==> src/sgram_pkg.sv <==
// package of constants and carriers for the graphics dram command core
`default_nettype none
package sgram_pkg;
    localparam int ROW_W = 11;
    localparam int COL_W = 8;
    localparam int MODE_W = 12;
    localparam int DQ_W = 32;
    // mode field positions
    localparam int BL_LSB = 0;
    localparam int BT_BIT = 3;
    localparam int LAT_LSB = 4;
    localparam int WBL_BIT = 9;
    localparam int BA_BIT = 11;
    // burst length codes
    localparam logic [2:0] BL_1 = 3'h0;
    localparam logic [2:0] BL_2 = 3'h1;
    localparam logic [2:0] BL_4 = 3'h2;
    localparam logic [2:0] BL_8 = 3'h3;
    localparam logic [2:0] BL_FULL = 3'h7;
    // latency codes
    localparam logic [2:0] LAT_2 = 3'h2;
    localparam logic [2:0] LAT_3 = 3'h3;
    // beats per burst
    localparam logic [8:0] BEATS_1 = 9'h001;
    localparam logic [8:0] BEATS_2 = 9'h002;
    localparam logic [8:0] BEATS_4 = 9'h004;
    localparam logic [8:0] BEATS_8 = 9'h008;
    localparam logic [8:0] BEATS_FULL = 9'h100;
    localparam int BYTE_W = 8;
    localparam int LANES = 4;

    // command pins as sampled
    typedef struct packed {
        logic cs_n;
        logic ras_n;
        logic cas_n;
        logic we_n;
        logic gfs;
        logic ba;
        logic [ROW_W-1:0] addr;
    } cmd_t;

    // decoded mode register
    typedef struct packed {
        logic valid;
        logic [2:0] bl;
        logic bt;
        logic [2:0] lat;
        logic wbl;
    } mode_t;
endpackage
`default_nettype wire

==> src/sgram_command_burst_mode_core.sv <==
// command decode, mode register, clock enable and burst core
`default_nettype none
// Function
// - four-beat burst steps column bits 1..0 sequential or interleaved.
// - eight-beat burst steps column bits 2..0 sequential or interleaved.
// - block write column n enables data lines n, 8+n, 16+n, 24+n.
// - all inputs but reset sampled and state advanced on rising clock only; reset clears state asynchronously.
// - clock enable low freezes state and burst address, ignores inputs.
// - clock enable low with both banks idle enters power down.
// - clock enable sampled high ends power down or suspend; commands accepted on that same edge, no early raise needed.
// - bank select latched at activate, read, write, mode, precharge.
// - latch 11-bit row at activate, 8-bit column at read or write.
// - no-operation starts nothing but lets running bursts continue.
// - chip select high disables the command decoder entirely.
// - ready one clock after mode write; outputs stay high impedance.
// - mode write when all strobes and function select low.
// - mode undefined at power-up; rewrite only with banks idle.
// - mode decodes length, type, latency and write burst length.
// - write burst length bit makes every write a single word.
// - full-page burst of 256 columns only with sequential type.
module sgram_command_burst_mode_core (
    input wire logic CLK,
    input wire logic RST,
    input wire logic CKE,
    input wire logic CS_N,
    input wire logic RAS_N,
    input wire logic CAS_N,
    input wire logic WE_N,
    input wire logic GRAPHICS_FUNCTION_SELECT,
    input wire logic BA,
    input wire logic [10:0] ADDR,
    input wire logic [31:0] DQ_IN,
    output logic READY,
    output logic MODE_VALID,
    output logic [2:0] BURST_LEN_CODE,
    output logic BURST_TYPE,
    output logic [2:0] READ_LATENCY,
    output logic SINGLE_WRITE,
    output logic POWER_DOWN,
    output logic SUSPENDED,
    output logic [1:0] BANK_OPEN,
    output logic [10:0] ROW_ADDR,
    output logic LAT_BANK,
    output logic BURST_ACTIVE,
    output logic BURST_WRITE,
    output logic BLOCK_WRITE,
    output logic [7:0] BURST_COL,
    output logic [3:0] BYTE_COL_ENABLE,
    output logic DQ_OE
);
    // state held in one struct
    typedef struct packed {
        sgram_pkg::mode_t mode;
        logic ready;
        logic pd;
        logic susp;
        logic [1:0] open;
        logic [10:0] row;
        logic bank;
        logic active;
        logic wr;
        logic blk;
        logic [7:0] start;
        logic [7:0] beat;
        logic [8:0] beats;
        logic [7:0] col;
        logic [3:0] lane_en;
    } state_t;

    state_t st;
    state_t next_st;
    sgram_pkg::cmd_t cmd;
    logic [7:0] gen_col;
    logic [3:0] pix_en;
    logic sel;
    logic is_act;
    logic is_rd;
    logic is_wr;
    logic is_pre;
    logic is_mrs;
    logic idle;
    logic [8:0] len;
    logic [7:0] next_beat;

    assign cmd = '{cs_n: CS_N, ras_n: RAS_N, cas_n: CAS_N, we_n: WE_N,
                   gfs: GRAPHICS_FUNCTION_SELECT, ba: BA, addr: ADDR};

    // command decode; chip select high masks every strobe
    assign sel = ~cmd.cs_n;
    assign is_act = sel & ~cmd.ras_n & cmd.cas_n & cmd.we_n;
    assign is_rd = sel & cmd.ras_n & ~cmd.cas_n & cmd.we_n;
    assign is_wr = sel & cmd.ras_n & ~cmd.cas_n & ~cmd.we_n;
    assign is_pre = sel & ~cmd.ras_n & cmd.cas_n & ~cmd.we_n;
    assign is_mrs = sel & ~cmd.ras_n & ~cmd.cas_n & ~cmd.we_n
                    & ~cmd.gfs;
    assign idle = (st.open == 2'h0);
    // the column registered next belongs to the following beat
    assign next_beat = 8'(st.beat + 8'h01);

    // beats per burst from the programmed length
    always_comb begin
        unique case (st.mode.bl)
            sgram_pkg::BL_1: len = sgram_pkg::BEATS_1;
            sgram_pkg::BL_2: len = sgram_pkg::BEATS_2;
            sgram_pkg::BL_4: len = sgram_pkg::BEATS_4;
            sgram_pkg::BL_8: len = sgram_pkg::BEATS_8;
            sgram_pkg::BL_FULL: len = sgram_pkg::BEATS_FULL;
            default: len = sgram_pkg::BEATS_1;
        endcase
    end

    burst_addr_gen #(.COL_W(sgram_pkg::COL_W)) u_gen (
        .start_col(st.start),
        .beat(next_beat),
        .bl(st.mode.bl),
        .bt(st.mode.bt),
        .col(gen_col)
    );

    // pixel n of block write takes data line n of every byte lane
    genvar g;
    generate
        for (g = 0; g < sgram_pkg::LANES; g++) begin : g_pix
            assign pix_en[g] =
                DQ_IN[g*sgram_pkg::BYTE_W + int'(ADDR[2:0])];
        end
    endgenerate

    // next-state logic; clock enable low freezes everything but the suspend and power-down flags
    always_comb begin
        next_st = st;
        next_st.susp = ~CKE & ~idle;
        next_st.pd = ~CKE & idle;
        if (CKE) begin
            // running burst advances on any cycle, no-op included
            if (st.active) begin
                if (9'(st.beat) + 9'h001 >= st.beats) begin
                    next_st.active = 1'b0;
                end else begin
                    next_st.beat = next_beat;
                    next_st.col = gen_col;
                end
            end
            if (is_mrs && idle) begin
                next_st.mode.bl = cmd.addr[sgram_pkg::BL_LSB +: 3];
                next_st.mode.bt = cmd.addr[sgram_pkg::BT_BIT];
                next_st.mode.lat = cmd.addr[sgram_pkg::LAT_LSB +: 3];
                next_st.mode.wbl = cmd.addr[sgram_pkg::WBL_BIT];
                // reserved codes leave the mode unusable
                next_st.mode.valid =
                    ((cmd.addr[2:0] == sgram_pkg::BL_1) ||
                     (cmd.addr[2:0] == sgram_pkg::BL_2) ||
                     (cmd.addr[2:0] == sgram_pkg::BL_4) ||
                     (cmd.addr[2:0] == sgram_pkg::BL_8) ||
                     ((cmd.addr[2:0] == sgram_pkg::BL_FULL) &&
                      ~cmd.addr[sgram_pkg::BT_BIT])) &&
                    ((cmd.addr[6:4] == sgram_pkg::LAT_2) ||
                     (cmd.addr[6:4] == sgram_pkg::LAT_3));
                next_st.bank = cmd.ba;
                next_st.ready = 1'b1;
            end
            if (is_act) begin
                next_st.row = cmd.addr;
                next_st.bank = cmd.ba;
                next_st.open[cmd.ba] = 1'b1;
            end
            if (is_pre) begin
                next_st.bank = cmd.ba;
                if (cmd.addr[8]) begin
                    next_st.open = 2'h0;
                end else begin
                    next_st.open[cmd.ba] = 1'b0;
                end
            end
            if ((is_rd || is_wr) && st.mode.valid) begin
                next_st.bank = cmd.ba;
                next_st.start = cmd.addr[7:0];
                next_st.col = cmd.addr[7:0];
                next_st.beat = 8'h00;
                next_st.active = 1'b1;
                next_st.wr = is_wr;
                next_st.blk = is_wr & cmd.gfs;
                next_st.lane_en = (is_wr & cmd.gfs) ? pix_en : 4'hf;
                // block and single-word writes take one beat
                next_st.beats = (is_wr && (st.mode.wbl || cmd.gfs)) ?
                                sgram_pkg::BEATS_1 : len;
            end
        end
    end

    // register the state on the rising edge only
    always_ff @(posedge CLK or posedge RST) begin
        if (RST) begin
            st <= '0;
        end else begin
            st <= next_st;
        end
    end

    assign READY = st.ready;
    assign MODE_VALID = st.mode.valid;
    assign BURST_LEN_CODE = st.mode.bl;
    assign BURST_TYPE = st.mode.bt;
    assign READ_LATENCY = st.mode.lat;
    assign SINGLE_WRITE = st.mode.wbl;
    assign POWER_DOWN = st.pd;
    assign SUSPENDED = st.susp;
    assign BANK_OPEN = st.open;
    assign ROW_ADDR = st.row;
    assign LAT_BANK = st.bank;
    assign BURST_ACTIVE = st.active;
    assign BURST_WRITE = st.wr;
    assign BLOCK_WRITE = st.blk;
    assign BURST_COL = st.col;
    assign BYTE_COL_ENABLE = st.lane_en;
    // data pins never driven by this core
    assign DQ_OE = 1'b0;
endmodule
`default_nettype wire

==> src/burst_addr_gen.sv <==
// burst column sequencer: sequential or interleave ordering
`default_nettype none
module burst_addr_gen #(
    parameter int COL_W = 8
) (
    input wire logic [COL_W-1:0] start_col,
    input wire logic [COL_W-1:0] beat,
    input wire logic [2:0] bl,
    input wire logic bt,
    output logic [COL_W-1:0] col
);
    // the burst boundaries need at least three column bits
    if (COL_W < 3) begin : g_width_check
        $error("column width too small");
    end

    // low bits wrap inside the burst boundary, upper bits stay fixed
    always_comb begin
        col = start_col;
        unique case (bl)
            sgram_pkg::BL_2: begin
                col[0] = bt ? (start_col[0] ^ beat[0])
                            : (start_col[0] + beat[0]);
            end
            sgram_pkg::BL_4: begin
                col[1:0] = bt ? (start_col[1:0] ^ beat[1:0])
                              : 2'(start_col[1:0] + beat[1:0]);
            end
            sgram_pkg::BL_8: begin
                col[2:0] = bt ? (start_col[2:0] ^ beat[2:0])
                              : 3'(start_col[2:0] + beat[2:0]);
            end
            sgram_pkg::BL_FULL: begin
                col = COL_W'(start_col + beat);
            end
            default: begin
                col = start_col;
            end
        endcase
    end
endmodule
`default_nettype wire

==> config.mk <==
export PLATFORM = sky130hd
export DESIGN_NAME = sgram_command_burst_mode_core
export DESIGN_NICKNAME = d
export VERILOG_FILES = /design/src/sgram_pkg.sv /design/src/sgram_command_burst_mode_core.sv /design/src/burst_addr_gen.sv
export SDC_FILE = /design/constraint.sdc
export NUM_CORES = 1
export LEC_CHECK = 0
export BUFFER_PORTS_ARGS = -buffer_cell sky130_fd_sc_hd__buf_2
export CORE_MARGIN = 2
export CORE_UTILIZATION = 40
export CTS_CLUSTER_SIZE = 8
export DETAILED_ROUTE_END_ITERATION = 8
export SYNTH_ARGS = -nofsm -noshare
export SYNTH_HDL_FRONTEND = slang
export SYNTH_SLANG_ARGS = --single-unit
==> constraint.sdc <==
create_clock -name CLK -period 5.6 [get_ports CLK]
set_input_delay 1.12 -clock CLK [delete_from_list [all_inputs] [get_ports CLK]]
set_output_delay 1.12 -clock CLK [all_outputs]
set_load 0.05 [all_outputs]
=== After elaboration in Yosys (flattened, before gate mapping) ===
Cells that the tools add are included.

* Input port bits: 52
* Latch bits: 0
* Register bits: 66
* Memory bits (read-only): 0
* Memory bits (writable): 0
* Output and inout port bits: 42
* Word-level logic and storage cells: 133
* Memories kept: 0

* Reduce and logical (&&, ||, !) cells: 21
* Shift-type cells: 0
* Bitwise logic cells: 28
* $lt $le $gt $ge: 7
* Div/mod/pow operators: 0
* Multipliers: 0
* Equality and inequality tests: 13
* Muxes and demuxes: 36
* Add/subtract/negate cells: 9

{| class="wikitable"
|+ Operators by type and width
! operator !! count
|-
| $mux W41 || 1
|-
| $pmux W9 S4 || 1
|-
| $mux W8 || 4
|-
| $mux W14 || 2
|-
| $eq A3 B2 Y1 const B || 6
|-
| $bmux W1 S5 || 3
|-
| $and A1 B1 Y1 || 14
|-
| $mux W1 || 13
|-
| $add A5 B3 Y6 const A || 2
|-
| $lt A6 B6 Y1 const B || 2
|-
| $add A8 B1 Y9 const B || 1
|-
| $ge A9 B9 Y1 || 1
|-
| $mux W9 || 1
|-
| $add A8 B1 Y8 const B || 1
|-
| $add A8 B8 Y8 || 1
|-
| $not A1 Y1 || 8
|-
| $reduce_and A2 Y1 || 4
|-
| $logic_or A1 B1 Y1 || 7
|-
| $eq A3 B1 Y1 const B || 2
|-
| $eq A3 B3 Y1 const B || 2
|-
| $logic_and A1 B1 Y1 || 6
|-
| $lt A3 B6 Y1 const B || 1
|-
| $lt A5 B6 Y1 const B || 1
|-
| $mux W2 || 3
|-
| 26 further kinds || 27
|}

=== Logic depth before layout (Yosys ltp) ===
Gate-level depths: netlist of the first run.

* Depth after elaboration: 12
* Mapped depth: 12
* Mapped depth without buffers: 11

=== Modules after synthesis ===
From an unflattened synthesis of the first run, not the netlist that was laid out.

* Cells, all modules: 391
* Area, all modules: 3913.8 µm²

{| class="wikitable"
|+ Modules (own cells, without submodules)
! module !! instances !! area each (µm²) !! cells each
|-
| sgram_command_burst_mode_core || 1 || 3447.1 || 323
|-
| burst_addr_gen || 1 || 466.7 || 68
|}

=== Worst setup path before layout of the first run ===
Ideal clock, no wire load.

* Path kind: register -> register
* Start: register st[21] in the netlist's numbering
* End: register st, in the netlist BURST_COL[7]
* Setup slack: 3.083 ns
* Buffers on the path: 0
* Arrival: 2.435 ns
* Required time: 5.518 ns
* Clock period less this slack: 2.517 ns
* Cell stages (with the launch flop): 11
* Cells stage by stage: dfrtp_1 -> ha_1 -> nand3_1 -> xnor2_1 -> ha_1 -> o21a_1 -> or2_2 -> a31oi_1 -> xnor2_1 -> mux2_2 -> o22ai_1

* Cells in the longest elaborated chain, start to end: 6
* Elaborated cells on any way between the ends: 10
* Classes of those cells: add/sub: 3; order compare: 1; eq/ne: 1; mux: 4; reduce/logical: 1

{| class="wikitable"
|+ RTL lines
! what !! RTL line !! RTL
|-
| start: declaration || sgram_command_burst_mode_core.sv:70 || <nowiki>state_t st;</nowiki>
|-
| start signal: assignment || sgram_command_burst_mode_core.sv:196 || <nowiki>st <= next_st;</nowiki>
|-
| $add A8 B1 Y8 || sgram_command_burst_mode_core.sv:98 || <nowiki>assign next_beat = 8'(st.beat + 8'h01);</nowiki>
|-
| $add A8 B8 Y8 || burst_addr_gen.sv:34 || <nowiki>col = COL_W'(start_col + beat);</nowiki>
|-
| $mux W5 || burst_addr_gen.sv:20 || <nowiki>unique case (bl)</nowiki>
|-
| $mux W8 || sgram_command_burst_mode_core.sv:137 || <nowiki>if (9'(st.beat) + 9'h001 >= st.beats) begin</nowiki>
|-
| $mux W8 || sgram_command_burst_mode_core.sv:136 || <nowiki>if (st.active) begin</nowiki>
|-
| $mux W41 || sgram_command_burst_mode_core.sv:175 || <nowiki>if ((is_rd || is_wr) && st.mode.valid) begin</nowiki>
|}

Parallel ways exist; a longest one is shown, timed or not. The select of a mux whose other input is x is not followed.
A chain may end at the register's enable or synchronous reset.

=== Worst setup path after layout of the first run ===
* Start: register st[21] in the netlist's numbering
* End: register st[27] in the netlist's numbering

* Cells in the longest elaborated chain, start to end: 4
* Elaborated cells on any way between the ends: 8
* Classes of those cells: add/sub: 2; order compare: 1; eq/ne: 1; mux: 3; reduce/logical: 1

{| class="wikitable"
|+ RTL lines
! what !! RTL line
|-
| $add A8 B1 Y9 or $add A8 B1 Y8 (tied branches) || sgram_command_burst_mode_core.sv:137, sgram_command_burst_mode_core.sv:98
|-
| $ge A9 B9 Y1 or $mux W8 (tied branches) || sgram_command_burst_mode_core.sv:137
|-
| $ne A2 B1 Y1 (no line) or $mux W8 (tied branches) || n/a
|-
| $reduce_and A3 Y1 (no line) or $mux W41 (tied branches) || n/a
|}

Parallel ways exist; a longest one is shown, timed or not. The select of a mux whose other input is x is not followed.

==> flow_summary_export.csv, run 1 <==
group,metric,value,unit
run_status,outcome,"finished clean",
min_path,hold_depth,1,
cts,cts.sinks,62,
worst_setup_path,worst_r2r_startpoint,"st[21]$_DFFE_PP0P_",
yosys,synthMostInstantiatedCell,"dfrtp_1",
worst_setup_path,path_buf_inv,0,
pwr,power_leakage,0.00206,µW
worst_setup_path,cp.arrival,3.55,ns
min_path,min_from,"READY$_DFFE_PP0P_",
drt,wl_per_cell,16.0,µm
worst_setup_path,ff2ff_path_depth,11,
cts,path_clk_slew,0.08,ns
global_routing,grt_pass1_vias,2923,
sta,setup_viol,0,
final_layout,fill_cells,895,
min_path,holdPathEnd,"READY$_DFFE_PP0P_",
global_routing,grt_usage,0.184,
floorplanning,io_pins,94,
pwr,powerDensity,443,nW/µm²
yosys,syn_area,3700,µm²
floorplanning,core_area,9110,µm²
cts,ctsHoldBuffers,0,
floorplanning,design.die.area,10000,µm²
pwr,comb_power_share,0.453,
sta,tightest_slew,1.17,ns
yosys,ys_top_cells_by_area,"dfrtp_1 42%, buf_4 6.7%, mux2_2 6.4%",
min_path,hold_class,"flop to flop",
drt,viasPerCell,5.38,
yosys,synth_async_sr_flop_share,1.00,
pwr,pwr-share-clk,0.204,
place,place.gp.congestion,0.883,
floorplanning,start_util,0.406,
global_routing,grt_start_max_net_pins,63,
yosys,avgSynthCellArea,10.0,µm²
drt,vias,2921,
pwr,vdd_drop_max,0.171,mV
worst_setup_path,worstSetupPathType,"flop to flop",
cts,post_cts_buffers,0,
final_layout,final_nets,493,
sta,worst_slack,2.29,ns
final_layout,diodes,0,
cts,htreeDepth,3,
place,port_buffers,92,
global_routing,overflow,0,
cts,cts_buffers,9,
sta,timing.final.crit_share,0.591,
sta,drv_slew,0,
final_layout,layout-drive-gt1-share,0.343,
drt,first_iter_violations,152,
yosys,syn_inst,369,
yosys,yosysTopAreaCellShare,0.419,
drt,wl,8680,µm
worst_setup_path,worst-r2r-setup-slack,2.29,ns
drt,drc,0,
floorplanning,dieWidth,100,µm
worst_setup_path,worstPathMaxFanout,33,
cts,cts-root-buf,"clkbuf_8",
sta,hold_viol,0,
pwr,p_sw,823,µW
cts,cts.path.max_buffers,2,
pwr,p_int,1030,µW
worst_setup_path,worstSetupStartpointType,"flop",
sta,rsz0062_at_grt,"no",
drt,detail_route.first_pass.iterations,4,
place,placed_area,4000,µm²
worst_setup_path,worstPathCellList,"ha_1, nand2_1, nor2_1, and3_1, ha_1, nand3b_1, nor2_1, nand4b_1, o31ai_4, o21ai_0, a32o_1",
yosys,synthFlopType,"dfrtp_1",
sta,setup_tns,0,ns
yosys,synth_seq_area_share,0.419,
run,drv_cap,0,
sta,finalClockSkew,0.0101,ns
yosys,ys_ff_latch,62,
drt,drtAntennaViolNets,0,
pwr,p_seq_frac,0.343,
yosys,ys_types,56,
place,dp_hpwl,6290,µm
final_layout,area_growth,13.0,%
sta,maxSlewHeadroom,0.220,
worst_setup_path,cp_slowest_cell,"o31ai_4",
cts,insertion_delay,0.35,ns
final_layout,stdcell_area,4180,µm²
yosys,synth_top_cells_by_count,"62 x dfrtp_1, 40 x nand2_1, 33 x buf_4, 28 x nor2_1, 21 x mux2_2",
cts,postCtsResizedCells,0,
worst_setup_path,crit_required,5.84,ns
pwr,total_power,1850,µW
worst_setup_path,end_kind,"flop",
sta,min_period,3.31,ns
cts,cts_tree,"yes",
worst_setup_path,max_stage_delay,1.02,ns
pwr,netSwitchingFraction,0.444,
yosys,synth-edff-count,0,
global_routing,antenna_found_initial,0,
sta,max_freq,302,MHz
floorplanning,die_y,100,µm
place,dp_slack,2.01,ns
yosys,syn_nets,435,
worst_setup_path,worst_r2r_endpoint,"st[27]$_DFFE_PP0P_",
global_routing,grt_pass1_wl,14600,µm
yosys,yosys.area.top_type,"dfrtp_1",
yosys,yosysWarningCount,0,
worst_setup_path,cp_top_family,"compound AO/OA/AOI/OAI gates",
floorplanning,num_rows,35,
## area by class of cell
type                    instances  area, µm²  share of cell area
clock buffers                  13        169              0.0404
clock inverters                 3       17.5             0.00419
inverters                      18       67.6              0.0161
multi-input cells             243       1770               0.423
flip-flops and latches         62       1550               0.371
well taps                     111        139              0.0332
repair buffers                 93        468               0.112
## layout by cell type (no fill, tap or decap), types with 2 or more instances in the layout
| master | count |
|---|---|
| or3_1 | 2 |
| nor2_1 | 28 |
| dfrtp_1 | 62 |
| xnor2_1 | 6 |
| a31oi_1 | 2 |
| inv_1 | 17 |
| clkinv_2 | 2 |
| a211oi_1 | 3 |
| mux2i_1 | 6 |
| a32o_1 | 2 |
| nand2b_1 | 5 |
| nand3b_1 | 2 |
| nand3_1 | 9 |
| or2_2 | 2 |
| buf_2 | 92 |
| xor2_1 | 2 |
| a21o_1 | 3 |
| o21ai_0 | 18 |
| o21a_1 | 7 |
| clkbuf_8 | 12 |
| o211ai_1 | 3 |
| nand4b_1 | 3 |
| o2bb2ai_1 | 2 |
| o311ai_0 | 2 |
| nand2_1 | 40 |
| ha_1 | 13 |
| mux2_2 | 21 |
| o32ai_1 | 3 |
| mux4_2 | 8 |
| nor3_1 | 5 |
| o21ai_1 | 4 |
| o22ai_1 | 3 |
| a21oi_1 | 18 |
## power by group through the flow
stage	Combinational [µW]	Clock (µW)	Sequential, µW
floorplan	712	0	657
global placement	819	0	641
detailed placement	835	0	644
CTS	841	388	636
global route	915	404	653
finish	839	378	636
## state kept, by name, summed over array words and instances (netlist names), named ones only
| signal | cells |
|---|---|
| BURST_LEN_CODE | 3 |
| BYTE_COL_ENABLE | 4 |
| SINGLE_WRITE | 1 |
| BURST_TYPE | 1 |
| READY | 1 |
| READ_LATENCY | 3 |
| SUSPENDED | 1 |
| MODE_VALID | 1 |
| BURST_ACTIVE | 1 |
| POWER_DOWN | 1 |
| ROW_ADDR | 11 |
| BURST_COL | 8 |
| st | 21 |
| LAT_BANK | 1 |
| BURST_WRITE | 1 |
| BLOCK_WRITE | 1 |
## worst reg2reg max path: stages, from the launching register on
cell and delay, ns:
dfrtp_1 0.45, ha_1 0.30, nand2_1 0.11, nor2_1 0.05
and3_1 0.18, ha_1 0.18, nand3b_1 0.19, nor2_1 0.11
nand4b_1 0.15, o31ai_4 1.02, o21ai_0 0.22, a32o_1 0.26
## routing by layer
layer | GRT usage | vias up | part of all wire
met1 | 0.247 | 1422 | 0.45
met5 | 0 | - | 0
met4 | 0.0474 | 0 | 0.0071
li1 | - | 1386 | -
met3 | 0.0508 | 9 | 0.066
met2 | 0.294 | 104 | 0.47
## how the worst max path moves through the flow
stage / start / endpoint / slack [ns] / depth (start not counted)
2_1_floorplan: RST / BLOCK_WRITE$_DFFE_PP0P_ / 2.94 / 1
3_3_place_gp: CS_N / st[13]$_DFFE_PP0P_ / 2.15 / 6
3_5_place_dp: CS_N / st[13]$_DFFE_PP0P_ / 2.01 / 6
4_1_cts: st[21]$_DFFE_PP0P_ / st[27]$_DFFE_PP0P_ / 2.30 / 11
5_1_grt: st[21]$_DFFE_PP0P_ / st[27]$_DFFE_PP0P_ / 1.95 / 11
6_report: st[21]$_DFFE_PP0P_ / st[27]$_DFFE_PP0P_ / 2.29 / 11
## per-stage QoR
stage / util / hold slack, ns / cells
final: 0.459 / 0.464 / 543
after global routing: 0.459 / 0.486 / 543
after CTS: 0.459 / 0.468 / 543
after detailed placement: 0.439 / 0.453 / 527
after global placement: 0.439 / 0.450 / 527
after floorplan: - / 0.446 / 369
## kinds of logic after synthesis
group	synth area share
mux	0.129
compound gates	0.142
buf+inv	0.102
fa+ha+maj	0.0494
xor+xnor	0.0189
simple gates	0.138
other cells	0.00101
flops	0.419
(Power assumes the default switching activity.)
==> inputs of run 2 (changes only) <==
clock period = 3.3 ns   (was 5.6 ns; I/O delays follow)
==> flow_summary_export.csv, run 2 (synthesis gave the netlist of run 1 again) <==
group,metric,value,unit
sta,min_period,2.77,ns
worst_setup_path,worstSetupStartpointType,"flop",
worst_setup_path,cp.arrival,3.03,ns
final_layout,stdcell_area,4240,µm²
final_layout,multiInputGateArea,1770,µm²
sta,hold_viol,0,
worst_setup_path,worstSetupPathType,"flop to flop",
worst_setup_path,cp_top_family,"adder cells",
pwr,vdd_drop_max,0.269,mV
pwr,powerDensity,752,nW/µm²
cts,path_clk_slew,0.08,ns
drt,wl_per_cell,15.9,µm
drt,first_iter_violations,127,
place,place.gp.congestion,0.909,
floorplanning,die_y,100,µm
final_layout,layout_commonest_cell,"buf_2",
global_routing,overflow,0,
final_layout,top_register,"st",
final_layout,layout-drive-gt1-share,0.354,
drt,viasPerCell,5.26,
run,drv_cap,0,
floorplanning,dieWidth,100,µm
final_layout,layout_common_cells,"92 x buf_2, 62 x dfrtp_1, 40 x nand2_1",
cts,cts_buffers,9,
sta,timing.final.crit_share,0.838,
drt,detail_route.first_pass.iterations,4,
place,dp_hpwl,6600,µm
drt,drc,0,
global_routing,antenna_found_initial,0,
place,dp_cells,533,
worst_setup_path,end_kind,"flop",
worst_setup_path,worstPathCellList,"ha_1, nand3_1, xnor2_1, ha_1, o21a_1, or2_2, a31oi_1, xnor2_1, mux2_2, o22ai_1",
final_layout,diodes,0,
worst_setup_path,worst-r2r-setup-slack,0.53,ns
cts,postCtsResizedCells,0,
final_layout,final_nets,499,
drt,vias,2889,
cts,cts_tree,"yes",
floorplanning,design.die.area,10000,µm²
pwr,power_leakage,0.00209,µW
cts,cts.sinks,62,
final_layout,largest_register_ffs,21,
cts,ctsHoldBuffers,0,
floorplanning,core_area,9110,µm²
sta,finalClockSkew,0.0112,ns
cts,htreeDepth,3,
global_routing,grt_pass1_wl,14700,µm
place,placed_area,4040,µm²
final_layout,fill_cells,909,
sta,tightest_slew,0.980,ns
sta,setup_viol,0,
drt,drtAntennaViolNets,0,
min_path,hold_class,"input port to async pin",
sta,setup_tns,0,ns
place,port_buffers,92,
worst_setup_path,worst_r2r_startpoint,"st[21]$_DFFE_PP0P_",
cts,post_cts_buffers,0,
sta,drv_slew,0,
sta,max_freq,361,MHz
worst_setup_path,path_buf_inv,0,
final_layout,area_growth,14.5,%
drt,wl,8750,µm
worst_setup_path,ff2ff_path_depth,10,
cts,cts-root-buf,"clkbuf_8",
worst_setup_path,worstPathMaxFanout,6,
global_routing,grt_start_max_net_pins,25,
floorplanning,num_rows,35,
floorplanning,start_util,0.406,
sta,rsz0062_at_grt,"no",
worst_setup_path,crit_required,3.56,ns
final_layout,fin_cells,549,
global_routing,grt_usage,0.187,
global_routing,grt_pass1_vias,3054,
sta,maxSlewHeadroom,0.338,
cts,cts.path.max_buffers,2,
run_status,outcome,"finished clean",
final_layout,ff_latch_area,1550,µm²
cts,insertion_delay,0.34,ns
worst_setup_path,cp_slowest_cell,"dfrtp_1",
worst_setup_path,worst_r2r_endpoint,"BURST_COL[7]$_DFFE_PP0P_",
worst_setup_path,max_stage_delay,0.43,ns
floorplanning,io_pins,94,
run 2: metal layers:
metal  GRT usage  vias to the layer above  wire, µm
met5           0                        -         0
met4      0.0822                        0       178
met3      0.0425                       14       474
met2       0.292                       94      4000
met1       0.248                     1379      4100
li1            -                     1402         -
run 2: cell type report:
cell class                 count  area share
timing repair buffer          99       0.121
multi-input combinational    243       0.418
sequential                    62       0.366
clock inverter                 7      0.0171
clock buffer                   9      0.0292
inverter                      18      0.0159
tap                          111      0.0328
run 2: worst max-delay path by stage:
stage	depth (start not counted)	endpoint	slack [ns]	start
3_5_place_dp	10	BURST_COL[7]$_DFFE_PP0P_	0.57	st[21]$_DFFE_PP0P_
4_1_cts	10	BURST_COL[7]$_DFFE_PP0P_	0.54	st[21]$_DFFE_PP0P_
5_1_grt	10	BURST_COL[7]$_DFFE_PP0P_	0.35	st[21]$_DFFE_PP0P_
3_3_place_gp	10	BURST_COL[7]$_DFFE_PP0P_	0.61	st[21]$_DFFE_PP0P_
2_1_floorplan	10	BURST_COL[7]$_DFFE_PP0P_	0.78	st[21]$_DFFE_PP0P_
6_report	10	BURST_COL[7]$_DFFE_PP0P_	0.53	st[21]$_DFFE_PP0P_
run 2: metrics by stage:
stage	setup WS, ns	utilization	total power (µW)	hold WS, ns
finish	0.533	0.465	3190	0.300
detailed placement	0.573	0.444	2520	0.451
global route	0.352	0.465	3400	0.318
floorplan	0.783	-	2320	0.446
CTS	0.537	0.465	3210	0.304
global placement	0.607	0.444	2500	0.448
run 2: report_power, final:
group          internal, µW  total (µW)  switching [µW]
clock network           351         674             323
registers               926        1080             156
logic                   495        1430             939
==> inputs of run 3 (changes only) <==
clock period = 2.6 ns   (was 3.3 ns; I/O delays follow)
==> flow_summary_export.csv, run 3 (synthesis gave the netlist of run 1 again) <==
group,metric,value,unit
drt,detail_route.first_pass.iterations,4,
cts,htreeDepth,3,
global_routing,grt_pass1_wl,15300,µm
drt,vias,2999,
cts,cts_buffers,9,
worst_setup_path,worstSetupStartpointType,"flop",
drt,wl,9260,µm
final_layout,ff_latch_area,1550,µm²
worst_setup_path,cp.arrival,2.82,ns
sta,min_period,2.56,ns
final_layout,multiInputGateArea,1880,µm²
final_layout,area_growth,22.7,%
place,place.gp.congestion,0.920,
pwr,power_leakage,0.00223,µW
place,placed_area,4150,µm²
floorplanning,io_pins,94,
global_routing,antenna_found_initial,0,
global_routing,grt_usage,0.194,
floorplanning,dieWidth,100,µm
global_routing,grt_start_max_net_pins,63,
drt,drtAntennaViolNets,0,
drt,drc,0,
sta,finalClockSkew,0.00942,ns
global_routing,overflow,0,
pwr,powerDensity,961,nW/µm²
floorplanning,die_y,100,µm
cts,path_clk_slew,0.07,ns
final_layout,largest_register_ffs,21,
global_routing,grt_pass1_vias,3157,
pwr,p_int,2470,µW
final_layout,stdcell_area,4540,µm²
sta,tightest_slew,0.555,ns
sta,timing.final.crit_share,0.985,
pwr,comb_power_share,0.509,
drt,first_iter_violations,124,
place,dp_cells,546,
drt,wl_per_cell,16.2,µm
pwr,netSwitchingFraction,0.434,
min_path,hold_class,"input port to async pin",
pwr,pwr-share-clk,0.182,
floorplanning,num_rows,35,
final_layout,layout-drive-gt1-share,0.416,
sta,worst_slack,0.0396,ns
worst_setup_path,worstSetupPathType,"flop to flop",
drt,viasPerCell,5.24,
cts,ctsHoldBuffers,0,
worst_setup_path,end_kind,"flop",
place,dp_slack,0.00132,ns
pwr,vdd_drop_max,0.406,mV
cts,cts.path.max_buffers,2,
floorplanning,design.die.area,10000,µm²
final_layout,top_register,"st",
pwr,p_sw,1890,µW
pwr,total_power,4360,µW
worst_setup_path,crit_required,2.86,ns
cts,cts_tree,"yes",
run,drv_cap,0,
sta,max_freq,391,MHz
place,port_buffers,92,
final_layout,fill_cells,876,
worst_setup_path,worstPathMaxFanout,5,
floorplanning,core_area,9110,µm²
pwr,p_seq_frac,0.308,
cts,cts.sinks,62,
cts,cts-root-buf,"clkbuf_8",
final_layout,fin_cells,572,
final_layout,layout_commonest_cell,"buf_2",
cts,insertion_delay,0.34,ns
place,dp_hpwl,6670,µm
run_status,outcome,"finished clean",
final_layout,diodes,0,
floorplanning,start_util,0.406,
sta,drv_slew,0,
sta,maxSlewHeadroom,0.629,
final_layout,layout_common_cells,"93 x buf_2, 62 x dfrtp_1, 37 x nand2_1",
final_layout,final_nets,522,
sta,setup_viol,0,
sta,hold_viol,0,
[run 3: through the flow]
stage	TNS, ns	hold slack, ns	util
2_1_floorplan	0	0.446	-
3_3_place_gp	0	0.447	0.456
3_5_place_dp	0	0.460	0.456
4_1_cts	0	0.243	0.477
5_1_grt	-0.158	0.253	0.498
6_report	0	0.237	0.498
[run 3: power by group through the flow]
stage	sequential [µW]	clock (µW)	combinational [µW]
6_report	1350	795	2220
3_3_place_gp	1340	0	1950
3_5_place_dp	1350	0	1980
4_1_cts	1330	826	2000
2_1_floorplan	1420	0	1530
5_1_grt	1380	870	2420
[run 3: cell type report]
cell class              count  area share
clock inverters             3     0.00386
well taps                 111      0.0306
flip-flops and latches     62       0.342
multi-input cells         243       0.414
inverters                  18      0.0149
repair buffers            122       0.157
clock buffers              13      0.0372
[run 3: metal layers]
metal	vias up	global-route usage	routed length [µm]
li1	1443	-	-
met1	1443	0.238	3860
met2	103	0.338	4640
met3	10	0.0592	672
met4	0	0.0443	89
met5	-	0	0
[run 3: what timing repair did]
item | in CTS | in global routing
setup endpoints to repair | 3 | 16
pin swaps | 0 | 8
setup buffers | 0 | 7
gates cloned | 0 | 3
resized for setup | 1 | 32
[run 3: worst paths after layout]
path | slack, ns | depth (start not counted) | endpoint | startpoint
setup / recovery | 0.04 | 10 | BURST_COL[7]$_DFFE_PP0P_ | st[23]$_DFFE_PP0P_
hold / removal | 0.24 | 3 | ROW_ADDR[4]$_DFFE_PP0P_ | RST
setup reg to reg | 0.04 | 10 | BURST_COL[7]$_DFFE_PP0P_ | st[23]$_DFFE_PP0P_
hold reg to reg | 0.48 | 1 | BLOCK_WRITE$_DFFE_PP0P_ | BLOCK_WRITE$_DFFE_PP0P_
max in group asynchronous | 2.08 | 3 | BURST_LEN_CODE[0]$_DFFE_PP0P_ | RST
min in group CLK | 0.42 | 2 | ROW_ADDR[10]$_DFFE_PP0P_ | ADDR[10]
[run 3: critical path: stages (launching register included)]
cell and delay, ns:
dfrtp_1 0.45, nand3_2 0.15, or3_4 0.42, nand2_4 0.10
ha_4 0.20, o21a_1 0.11, or2_2 0.30, a31oi_4 0.16
xnor2_1 0.14, mux2_2 0.35, o22ai_1 0.12
